**src/hw/pulse_shaper_defs.vh**
```
// Shared constants of the Gaussian transmit pulse shaper.
`ifndef PULSE_SHAPER_DEFS_VH
`define PULSE_SHAPER_DEFS_VH

// ****************************************************************
// Clock choice encodings, {clock_choice_b, clock_choice_a}
// ****************************************************************
`define RATE_9X            2'b00
`define RATE_12X           2'b01
`define RATE_16X           2'b10
`define RATE_16X_ALT       2'b11

// ****************************************************************
// Table steps per bit period after the optional divide by two
// ****************************************************************
`define STEPS_9X           4'd9
`define STEPS_12X          4'd6
`define STEPS_16X          4'd8

// ****************************************************************
// Half-bit sample offsets, in table steps
// ****************************************************************
`define HALF_9X            4'd4
`define HALF_12X           4'd3
`define HALF_16X           4'd4

// ****************************************************************
// Side-lobe weight per table step, chosen so the tails stay near 30 codes
// ****************************************************************
`define WEIGHT_9X          4'd4
`define WEIGHT_12X         4'd6
`define WEIGHT_16X         4'd4

// ****************************************************************
// Pulse table levels and history presets
// ****************************************************************
`define DAC_MID            8'h80
`define MAIN_LOBE          9'h040
`define HIST_PRESET_LOW    3'b010
`define HIST_PRESET_HIGH   3'b101

// ****************************************************************
// Output buffer geometry
// ****************************************************************
`define FIFO_DEPTH         16
`define FIFO_AW            4

`endif

```
**src/hw/sample_fifo.v**
```verilog
// Synchronous valid/ready FIFO that carries DAC codes toward the converter.
`timescale 1ns/1ns

module sample_fifo #(
   parameter WIDTH = 8,
   parameter DEPTH = 16,
   parameter AW    = 4
) (
   // Clock and reset.
   input  wire             i_core_clk,
   input  wire             i_arst_n,
   // Filling side.
   input  wire             i_in_valid,
   input  wire [WIDTH-1:0] i_in_data,
   output wire             o_in_ready,
   // Draining side.
   output wire             o_out_valid,
   output wire [WIDTH-1:0] o_out_data,
   input  wire             i_out_ready
);

   reg  [WIDTH-1:0] mem_r [0:DEPTH-1];
   reg  [AW-1:0]    wr_ptr_r;
   reg  [AW-1:0]    rd_ptr_r;
   reg  [AW:0]      count_r;
   wire             push;
   wire             pop;

   assign o_in_ready  = (count_r != DEPTH[AW:0]);
   assign o_out_valid = (count_r != {(AW+1){1'b0}});
   assign o_out_data  = mem_r[rd_ptr_r];
   assign push        = i_in_valid & o_in_ready;
   assign pop         = o_out_valid & i_out_ready;

   genvar g;
   generate
      for (g = 0; g < DEPTH; g = g + 1) begin : g_entry
         always @(posedge i_core_clk or negedge i_arst_n) begin
            if (!i_arst_n) begin
               mem_r[g] <= {WIDTH{1'b0}};
            end else if (push && (wr_ptr_r == g[AW-1:0])) begin
               mem_r[g] <= i_in_data;
            end
         end
      end
   endgenerate

   // Pointers wrap naturally, so DEPTH must be a power of two.
   always @(posedge i_core_clk or negedge i_arst_n) begin
      if (!i_arst_n) begin
         wr_ptr_r <= {AW{1'b0}};
         rd_ptr_r <= {AW{1'b0}};
         count_r  <= {(AW+1){1'b0}};
      end else begin
         if (push) begin
            wr_ptr_r <= wr_ptr_r + 1'b1;
         end
         if (pop) begin
            rd_ptr_r <= rd_ptr_r + 1'b1;
         end
         if (push && !pop) begin
            count_r <= count_r + 1'b1;
         end else if (pop && !push) begin
            count_r <= count_r - 1'b1;
         end
      end
   end

endmodule

```
**src/hw/gaussian_tx_pulse_shaper.v**
```verilog
// Gaussian transmit pulse shaper: bit sync, three-bit history, pulse table, output buffer.
`timescale 1ns/1ns
`include "pulse_shaper_defs.vh"

module gaussian_tx_pulse_shaper #(
   parameter FIFO_WIDTH = 8,
   parameter FIFO_DEPTH = `FIFO_DEPTH,
   parameter FIFO_AW    = `FIFO_AW
) (
   // Clock and reset.
   input  wire       i_core_clk,
   input  wire       i_arst_n,
   // Burst controller side.
   input  wire       i_tx_data,
   input  wire       i_transmit_sleep,
   input  wire       i_clock_choice_a,
   input  wire       i_clock_choice_b,
   // Converter side.
   output wire [7:0] o_dac_code,
   output wire       o_dac_valid,
   input  wire       i_dac_ready
);

   // ****************************************************************
   // Declarations
   // ****************************************************************
   localparam ST_SLEEP = 2'd0;
   localparam ST_WAIT  = 2'd1;
   localparam ST_RUN   = 2'd2;

   reg  [1:0] state_r;
   reg  [1:0] state_nxt;
   reg        tx_prev_r;
   reg        div_r;
   reg  [3:0] phase_r;
   reg  [3:0] phase_nxt;
   reg  [2:0] hist_r;
   reg  [2:0] hist_nxt;
   reg  [7:0] word_r;
   reg        word_valid_r;
   reg  [7:0] dac_code_r;
   reg        dac_valid_r;

   reg  [3:0] steps;
   reg  [3:0] half;
   reg  [3:0] weight;
   reg        div_en;
   reg  [3:0] out_phase;
   reg  [7:0] w_old;
   reg  [7:0] w_new;
   reg  [8:0] acc;
   reg  [7:0] table_code;

   wire       tick;
   wire       advance;
   wire       data_edge;
   wire       fifo_in_ready;
   wire       fifo_out_valid;
   wire [7:0] fifo_out_data;
   wire       fifo_pop;

   // ****************************************************************
   // Clock choice decode
   // ****************************************************************
   always @* begin
      case ({i_clock_choice_b, i_clock_choice_a})
         `RATE_9X: begin
            div_en = 1'b0;
            steps  = `STEPS_9X;
            half   = `HALF_9X;
            weight = `WEIGHT_9X;
         end
         `RATE_12X: begin
            div_en = 1'b1;
            steps  = `STEPS_12X;
            half   = `HALF_12X;
            weight = `WEIGHT_12X;
         end
         default: begin
            div_en = 1'b1;
            steps  = `STEPS_16X;
            half   = `HALF_16X;
            weight = `WEIGHT_16X;
         end
      endcase
   end

   // The divider free-runs so the table rate never depends on burst state.
   always @(posedge i_core_clk or negedge i_arst_n) begin
      if (!i_arst_n) begin
         div_r <= 1'b0;
      end else begin
         div_r <= ~div_r;
      end
   end

   assign tick      = ~div_en | div_r;
   // A full output buffer holds the table step, so the bit clock slips rather than drops codes.
   assign advance   = tick & (~word_valid_r | fifo_in_ready);
   assign data_edge = i_tx_data ^ tx_prev_r;

   // ****************************************************************
   // Burst sequencing, sampling counter and bit history
   // ****************************************************************
   always @* begin
      state_nxt = state_r;
      phase_nxt = phase_r;
      hist_nxt  = hist_r;
      case (state_r)
         ST_SLEEP: begin
            phase_nxt = 4'h0;
            hist_nxt  = i_tx_data ? `HIST_PRESET_HIGH : `HIST_PRESET_LOW;
            if (!i_transmit_sleep) begin
               state_nxt = ST_WAIT;
            end
         end
         ST_WAIT: begin
            // The idle level is the opposite of the first bit, so its first edge marks a bit start.
            if (data_edge) begin
               state_nxt = ST_RUN;
               phase_nxt = 4'h0;
            end
         end
         ST_RUN: begin
            if (advance) begin
               if (phase_r >= steps - 4'd1) begin
                  phase_nxt = 4'h0;
               end else begin
                  phase_nxt = phase_r + 4'd1;
               end
               if (phase_r == half) begin
                  hist_nxt = {hist_r[1:0], i_tx_data};
               end
            end
         end
         default: begin
            state_nxt = ST_SLEEP;
         end
      endcase
      if (i_transmit_sleep) begin
         state_nxt = ST_SLEEP;
         phase_nxt = 4'h0;
         hist_nxt  = i_tx_data ? `HIST_PRESET_HIGH : `HIST_PRESET_LOW;
      end
   end

   always @(posedge i_core_clk or negedge i_arst_n) begin
      if (!i_arst_n) begin
         state_r   <= ST_SLEEP;
         phase_r   <= 4'h0;
         hist_r    <= `HIST_PRESET_LOW;
         tx_prev_r <= 1'b0;
      end else begin
         state_r   <= state_nxt;
         phase_r   <= phase_nxt;
         hist_r    <= hist_nxt;
         tx_prev_r <= i_tx_data;
      end
   end

   // ****************************************************************
   // Pulse table
   // ****************************************************************
   // The main lobe follows the middle history bit; the tails of the older and newer bits
   // fade out and in across the period that starts at the sampling instant.
   always @* begin
      if (phase_r >= half) begin
         out_phase = phase_r - half;
      end else begin
         out_phase = phase_r + steps - half;
      end
      w_old = (steps - 4'd1 - out_phase) * weight;
      w_new = out_phase * weight;
      acc   = {1'b0, `DAC_MID};
      if (hist_r[1]) begin
         acc = acc + `MAIN_LOBE;
      end else begin
         acc = acc - `MAIN_LOBE;
      end
      if (hist_r[2]) begin
         acc = acc + {1'b0, w_old};
      end else begin
         acc = acc - {1'b0, w_old};
      end
      if (hist_r[0]) begin
         acc = acc + {1'b0, w_new};
      end else begin
         acc = acc - {1'b0, w_new};
      end
      if (state_r == ST_RUN) begin
         table_code = acc[7:0];
      end else begin
         table_code = `DAC_MID;
      end
   end

   // ****************************************************************
   // Output staging
   // ****************************************************************
   always @(posedge i_core_clk or negedge i_arst_n) begin
      if (!i_arst_n) begin
         word_r       <= `DAC_MID;
         word_valid_r <= 1'b0;
      end else if (advance) begin
         word_r       <= table_code;
         word_valid_r <= 1'b1;
      end else if (fifo_in_ready) begin
         word_valid_r <= 1'b0;
      end
   end

   sample_fifo #(
      .WIDTH (FIFO_WIDTH),
      .DEPTH (FIFO_DEPTH),
      .AW    (FIFO_AW)
   ) u_fifo (
      .i_core_clk  (i_core_clk),
      .i_arst_n    (i_arst_n),
      .i_in_valid  (word_valid_r),
      .i_in_data   (word_r),
      .o_in_ready  (fifo_in_ready),
      .o_out_valid (fifo_out_valid),
      .o_out_data  (fifo_out_data),
      .i_out_ready (fifo_pop)
   );

   assign fifo_pop = fifo_out_valid & (~dac_valid_r | i_dac_ready);

   always @(posedge i_core_clk or negedge i_arst_n) begin
      if (!i_arst_n) begin
         dac_code_r  <= `DAC_MID;
         dac_valid_r <= 1'b0;
      end else if (fifo_pop) begin
         dac_code_r  <= fifo_out_data;
         dac_valid_r <= 1'b1;
      end else if (i_dac_ready) begin
         dac_valid_r <= 1'b0;
      end
   end

   assign o_dac_code  = dac_code_r;
   assign o_dac_valid = dac_valid_r;

endmodule

```
**config.mk**
```make
export PLATFORM = sky130hd
export DESIGN_NAME = gaussian_tx_pulse_shaper
export DESIGN_NICKNAME = d
export VERILOG_FILES = /design/src/hw/sample_fifo.v /design/src/hw/gaussian_tx_pulse_shaper.v
export VERILOG_INCLUDE_DIRS = /design/src /design/src/hw
export SDC_FILE = /design/constraint.sdc
export NUM_CORES = 1
export LEC_CHECK = 0
export ABC_AREA = 1
export BUFFER_PORTS_ARGS = -buffer_cell sky130_fd_sc_hd__buf_4
export CORE_MARGIN = 2
export CORE_UTILIZATION = 50
export CTS_CLUSTER_DIAMETER = 200
export DETAILED_ROUTE_END_ITERATION = 16
export GPL_TIMING_DRIVEN = 0
export PLACE_DENSITY = 0.65
export SYNTH_ARGS = -nofsm -noshare
export SYNTH_HDL_FRONTEND = slang
export SYNTH_HIERARCHICAL = 1
export SYNTH_SLANG_ARGS = --single-unit
```
**constraint.sdc**
```tcl
create_clock -name i_core_clk -period 5.1 [get_ports i_core_clk]
set_input_delay 0.51 -clock i_core_clk [delete_from_list [all_inputs] [get_ports i_core_clk]]
set_output_delay 0.51 -clock i_core_clk [all_outputs]
set_load 0.03 [all_outputs]
```
* Yosys cells after proc, flatten, opt, wreduce, memory -nomap -nowiden
Cells that the tools add are included.
Widths: inputs -> output; s select.
** Word-level totals
- Register bits after elaboration :: 170
- Output and inout port bits :: 9
- Word-level logic and storage cells :: 146
** Operators by class
- Add/subtract/negate cells :: 15
- $mul :: 2
- Magnitude comparators :: 3
- Equality and inequality tests :: 24
- Multiplexer cells :: 30
- Bitwise operators :: 12
- Reductions and logical operators :: 32
** Operators with widths (count)
- $mux 8 :: 6
- $bmux 8 s4 :: 1
- $eq 4x4->1 const B :: 8
- $mux 4 :: 5
- $logic_and 1x1->1 :: 18
- $add 8x8->8 :: 2
- $eq 4x3->1 const B :: 4
- $sub 8x8->8 :: 2
- $mux 3 :: 5
- $add 4x1->4 const B :: 3
- $pmux 4 s3 :: 1
- $mux 5 :: 2
- $ne 3x3->1 const B :: 3
- $eq 4x2->1 const B :: 2
- $ge 4x4->1 :: 2
- $mul 4x4->8 :: 1
- $mul 6x4->8 :: 1
- $pmux 4 s2 :: 1
- $sub 4x4->4 :: 2
- $mux 2 :: 3
- $pmux 2 s3 :: 1
- $pmux 3 s2 :: 1
- $reduce_and 3->1 :: 2
- $reduce_bool 2->1 :: 3
- other kinds (26) :: 39

* Depth between registers and ports, before layout
- Depth after elaboration :: 12
- Depth in mapped cells :: 40

* Hierarchy
The synthesis kept the hierarchy.
** By module, submodules not included
- sample_fifo :: times used 1, cells each 1067, area each 7961.4 um^2, sequential area each 3528.4 um^2
- gaussian_tx_pulse_shaper :: times used 1, cells each 406, area each 2906.5 um^2, sequential area each 704.4 um^2

* Worst setup path before layout
No wires, ideal clock.
- Path kind :: input -> register
- Start :: in i_clock_choice_b
- End :: reg word_r[7]
- Setup time :: 0.072 ns
- Data arrival time :: 5.397 ns
- Setup slack :: -0.369 ns
- Stages :: 35
- Path through :: inv_2 > nand2_4 > buf_2 > ha_1 > inv_1 > ha_1 > fa_1 > xor2_1 > nand2_1 > nand2_1 > ha_1 > nand2_1 > nand2_1 > a31o_2 > xor2_1 > nor2_1 > ha_1 > inv_1 > fa_1 > nand3_1 > nor2_1 > a21oi_1 > xnor2_1 > ha_1 > nand2_1 > inv_1 > nand4_1 > nand3_1 > nand3_1 > nand2_1 > inv_1 > nand3_1 > nand3_1 > nand2_1 > inv_1
** On the way
- Word-level cells in the longest chain between the ends :: 12
- Elaborated cells on any way between the ends :: 23
- Those cells by class :: add/sub: 9; mul: 2; order compare: 1; eq/ne: 1; mux: 7; bitwise: 2; reduce/logical: 1
** RTL lines
- start, declared :: line gaussian_tx_pulse_shaper.v:17 : input wire i_clock_choice_b,
- $eq 2x1->1 or $logic_not 2->1 (tied branches) :: line gaussian_tx_pulse_shaper.v:66 : case ({i_clock_choice_b, i_clock_choice_a})
- $pmux 4 s2 :: line gaussian_tx_pulse_shaper.v:66
- $add 4x4->4 :: line gaussian_tx_pulse_shaper.v:170 : out_phase = phase_r + steps - half;
- $sub 4x4->4 :: line gaussian_tx_pulse_shaper.v:170
- $mux 4 :: line gaussian_tx_pulse_shaper.v:167 : if (phase_r >= half) begin
- $sub 5x5->6 :: line gaussian_tx_pulse_shaper.v:172 : w_old = (steps - 4'd1 - out_phase) * weight;
- $mul 6x4->8 :: line gaussian_tx_pulse_shaper.v:172
- $sub 8x8->8 or $add 8x8->8 (tied branches) :: line gaussian_tx_pulse_shaper.v:183, gaussian_tx_pulse_shaper.v:181
- $mux 8 :: line gaussian_tx_pulse_shaper.v:180 : if (hist_r[2]) begin
- $sub 8x8->8 or $add 8x8->8 (tied branches) :: line gaussian_tx_pulse_shaper.v:188, gaussian_tx_pulse_shaper.v:186
- $mux 8 :: line gaussian_tx_pulse_shaper.v:185 : if (hist_r[0]) begin
- $mux 8 :: line gaussian_tx_pulse_shaper.v:190 : if (state_r == ST_RUN) begin
- end signal, assigned :: line gaussian_tx_pulse_shaper.v:202 : word_r <= `DAC_MID;
- end signal, assigned :: line gaussian_tx_pulse_shaper.v:205 : word_r <= table_code;
- end, declared :: line gaussian_tx_pulse_shaper.v:39 : reg [7:0] word_r;
Parallel ways exist; a longest one is shown, timed or not.
A chain may end at the register's enable or synchronous reset.

* Worst setup path in the final report
- Start :: reg phase_r[1]
- End :: reg word_r[7]
** On the way
- Word-level cells in the longest chain between the ends :: 10
- Elaborated cells on any way between the ends :: 15
- Those cells by class :: add/sub: 8; mul: 2; order compare: 1; mux: 4
** RTL lines
- start, declared :: line gaussian_tx_pulse_shaper.v:35 : reg [3:0] phase_r;
- start signal, assigned :: line gaussian_tx_pulse_shaper.v:155 : phase_r <= phase_nxt;
- $add 4x4->4 :: line gaussian_tx_pulse_shaper.v:170
- $sub 4x4->4 :: line gaussian_tx_pulse_shaper.v:170
- $mux 4 * :: line gaussian_tx_pulse_shaper.v:167
- $sub 5x5->6 :: line gaussian_tx_pulse_shaper.v:172
- $mul 6x4->8 :: line gaussian_tx_pulse_shaper.v:172
- $sub 8x8->8 or $add 8x8->8 (tied branches) :: line gaussian_tx_pulse_shaper.v:183, gaussian_tx_pulse_shaper.v:181
- $mux 8 :: line gaussian_tx_pulse_shaper.v:180
- $sub 8x8->8 or $add 8x8->8 (tied branches) :: line gaussian_tx_pulse_shaper.v:188, gaussian_tx_pulse_shaper.v:186
- $mux 8 * :: line gaussian_tx_pulse_shaper.v:185
- $mux 8 * :: line gaussian_tx_pulse_shaper.v:190
Mark *: on every way between the ends. The rest lies on a longest branch, timed or not.

==> impl_metrics.py <==
metrics = {
    "outcome": {
        "status": "finished with violations",
        "violations": "negative setup slack",
    },
    "critical_path": {
        "critical_path.most_common_cell": "inv_2",
        "rr_endpoint": "word_r[7]",
        "critical_path_class": "flip-flop to flip-flop",
        "crit_path_max_fanout": 4,
        "cp-start-kind": "flip-flop",
        "crit_path_end_kind": "flip-flop",
        "worst-endpoint-arrival_ns": 5.47,
        "slowest_delay_ns": 0.58,
        "slowest_stage": "fa_2",
        "ff2ff_setup_slack_ns": -0.008,
        "timing.rr.start": "phase_r[1]",
        "r2r_cells": 32,
        "critical_path_required_ns": 5.46,
    },
    "clocking": {
        "cts_buffer_depth": 2,
        "cts_num_sinks": 169,
        "cts_tree": "done",
        "root_buffer": "clkbuf_16",
        "cts-buffers-inserted": 17,
        "hold_buffers": 0,
        "clk_latency_ns": 0.43,
        "clk_pin_slew_ns": 0.07,
        "htree_levels": 4,
    },
    "yosys": {
        "synth_area_um2": 10900,
        "synth.yosys.seq_area_share_pct": 38.9,
        "yosysUniqueCellTypes": 44,
        "yosys_most_used_dff": "dfrtp_1",
        "syn_inst": 1473,
        "ys_seq_elements": 169,
        "synthArstFlopShare_pct": 100,
        "avgSynthCellArea_um2": 7.38,
        "synth_edf_count": 0,
        "synth_fp_nets": 1536,
        "ys.warnings.count": 6,
    },
    "sta": {
        "hold_viol_final": 0,
        "rsz0062_at_grt": "yes",
        "layout_min_cycle_time_ns": 5.11,
        "tightest_slew_ns": 0.866,
        "fin_crit_sh_pct": 100,
        "setup_tns_ns": -0.00839,
        "worst_hold_slack_ns": 0.0617,
        "fmax_mhz": 196,
        "fin_ws_ns": -0.00839,
        "finClkSkew_ns": 0.00891,
        "setup_violations": 1,
        "slew_headroom_pct": 42.3,
        "drv_slew": 0,
    },
    "floorplanning": {
        "die-width_um": 151,
        "rows": 53,
        "core_um2": 21200,
        "start_util_pct": 51.4,
        "die_y_um": 151,
        "ios": 16,
        "dieArea_um2": 22900,
    },
    "placed_design": {
        "place.gp.congestion": 0.944,
        "dpl_cell_area_um2": 11400,
        "dp_hpwl_um": 21800,
        "numPortBuffers": 15,
    },
    "job": {
        "drv_cap": 0,
    },
    "global_route": {
        "grt_antenna_before_repair": 0,
        "grt_use_total_pct": 28.0,
        "overflow": 0,
        "first_global_vias": 9259,
        "grt_max_degree": 86,
        "grt_pass1_wl_um": 49100,
    },
    "final_layout": {
        "final_layout_size_suffix_gt1_share_pct": 17.1,
        "stdcell_area_um2": 12500,
        "nNetsFinal": 1605,
        "area_growth_pct": 15.4,
        "diodes": 0,
        "final_common_cell": "nand2_1",
        "final_cell_mix": "600 x nand2_1, 164 x dfrtp_1, 135 x nand4_1",
        "n_fill_cell": 2024,
    },
    "detailed_routing": {
        "antenna_left": 0,
        "vias_per_cell": 5.47,
        "wirelength_um": 31500,
        "vias": 10000,
        "drt_pass1_iterations": 5,
        "drt-initial-drc-count": 777,
        "drcViolationCount": 0,
        "routedWlPerCell_um": 17.2,
    },
    "pwr": {
        "peakVddDrop_mv": 0.278,
        "leakagePower_nw": 6.55,
        "power_density_nw_per_um2": 557,
    },
    "worst_hold_path": {
        "min_path_type": "input pin to asynchronous set/reset pin",
    },
}
## cells by family after synthesis
kind of cell             after synthesis  synth area share (%)
adder cells (fa/ha/maj)               56                  6.93
other                                  1                0.0345
buffers and inverters                218                  9.22
XOR/XNOR                              23                  1.85
AND/OR/NAND/NOR                      963                  40.6
AO/OA/AOI/OAI                         43                  2.44
flip-flops                           169                  38.9
## per-layer routing
layer	vias to the layer above	wire [um]	GRT usage, %	part of all wire (%)
met5	-	0	0	0
met1	4714	14100	39.0	45
met2	349	14000	43.0	44
met4	0	1160	11.6	3.7
li1	4877	-	-	-
met3	73	2270	5.15	7.2
## registers in the layout (all words and copies together), names as in the netlist
name and count:
u_fifo/mem_r 128, o_dac_code 8, word_r 7, u_fifo/count_r 5, phase_r 4, u_fifo/rd_ptr_r 4, u_fifo/wr_ptr_r 4, hist_r 3
state_r 2, div_r 1, o_dac_valid 1, tx_prev_r 1, word_valid_r 1
## what timing repair did
| item | in CTS | in global routing |
|---|---|---|
| cloned | 0 | 0 |
| resized for setup | 13 | 58 |
| buffers inserted | 15 | 19 |
| pin swaps | 13 | 40 |
| setup endpoints to repair | 2 | 3 |
## how the worst max path moves through the flow
stage | depth (start not counted) | from | to | slack, ns
2_1_floorplan | 33 | i_clock_choice_b | word_r[7] | 0.01
3_3_place_gp | 35 | i_clock_choice_b | word_r[7] | -0.59
3_5_place_dp | 36 | i_clock_choice_a | word_r[7] | -0.65
4_1_cts | 32 | phase_r[1] | word_r[7] | 0.0008
5_1_grt | 33 | phase_r[0] | word_r[7] | -0.29
6_report | 32 | phase_r[1] | word_r[7] | -0.008
## Yosys cell counts, types with 2 or more instances
library cell	instances	share of area, %
nand3_1	75	3.5
a211oi_1	3	0.21
o21ai_0	22	1.0
nand2_2	9	0.52
buf_4	6	0.41
inv_1	140	4.8
nor2_1	80	2.8
inv_2	7	0.24
buf_1	8	0.28
nand2_1	608	21
dfrtp_1	166	38
ha_1	49	5.6
clkbuf_1	12	0.41
nand4_1	135	7.8
nand3b_1	2	0.14
xor2_1	16	1.3
nor3_1	5	0.23
nand2_4	4	0.41
a21oi_1	11	0.51
fa_1	7	1.3
buf_6	13	1.3
nor2_2	19	1.1
xnor2_1	7	0.56
nand3_2	7	0.64
nand3_4	11	1.8
dfstp_2	3	0.73
nor2_4	3	0.31
buf_2	29	1.3
## stage by stage
step | setup slack (ns) | std cells | total power, W | util (%)
final | -0.00839 | 1830 | 0.00698 | 59.3
after global routing | -0.293 | 1830 | 0.00749 | 59.3
after CTS | 0.000784 | 1811 | 0.00666 | 57.7
after detailed placement | -0.653 | 1764 | 0.00523 | 54.1
after global placement | -0.587 | 1763 | 0.00517 | 54.0
after floorplan | 0.0134 | 1473 | 0.00432 | -
## cell type report
| type | instances | area [um2] | area share, % |
|---|---|---|---|
| flip-flops and latches | 169 | 4240 | 33.8 |
| multi-input cells | 1086 | 5930 | 47.2 |
| clock inverters | 14 | 160 | 1.28 |
| plain buffers | 70 | 462 | 3.68 |
| inverters | 148 | 566 | 4.51 |
| well taps | 275 | 344 | 2.74 |
| clock buffers | 18 | 439 | 3.50 |
| repair buffers | 50 | 414 | 3.30 |
## critical path: cells and delay by family (launching register included)
| family | cells | cell delay, ns |
|---|---|---|
| XOR/XNOR | 1 | 0.13 |
| AND/OR/NAND/NOR | 12 | 1.12 |
| AO/OA/AOI/OAI | 2 | 0.22 |
| buffers and inverters | 9 | 0.48 |
| adder cells (fa/ha/maj) | 8 | 2.68 |
| flip-flops | 1 | 0.41 |
## report_power, final
part           internal, W  switching [W]
registers          0.00179       0.000284
logic              0.00121        0.00236
clock network     0.000749       0.000586
total              0.00376        0.00323
Power figures use the tool's default switching activity.
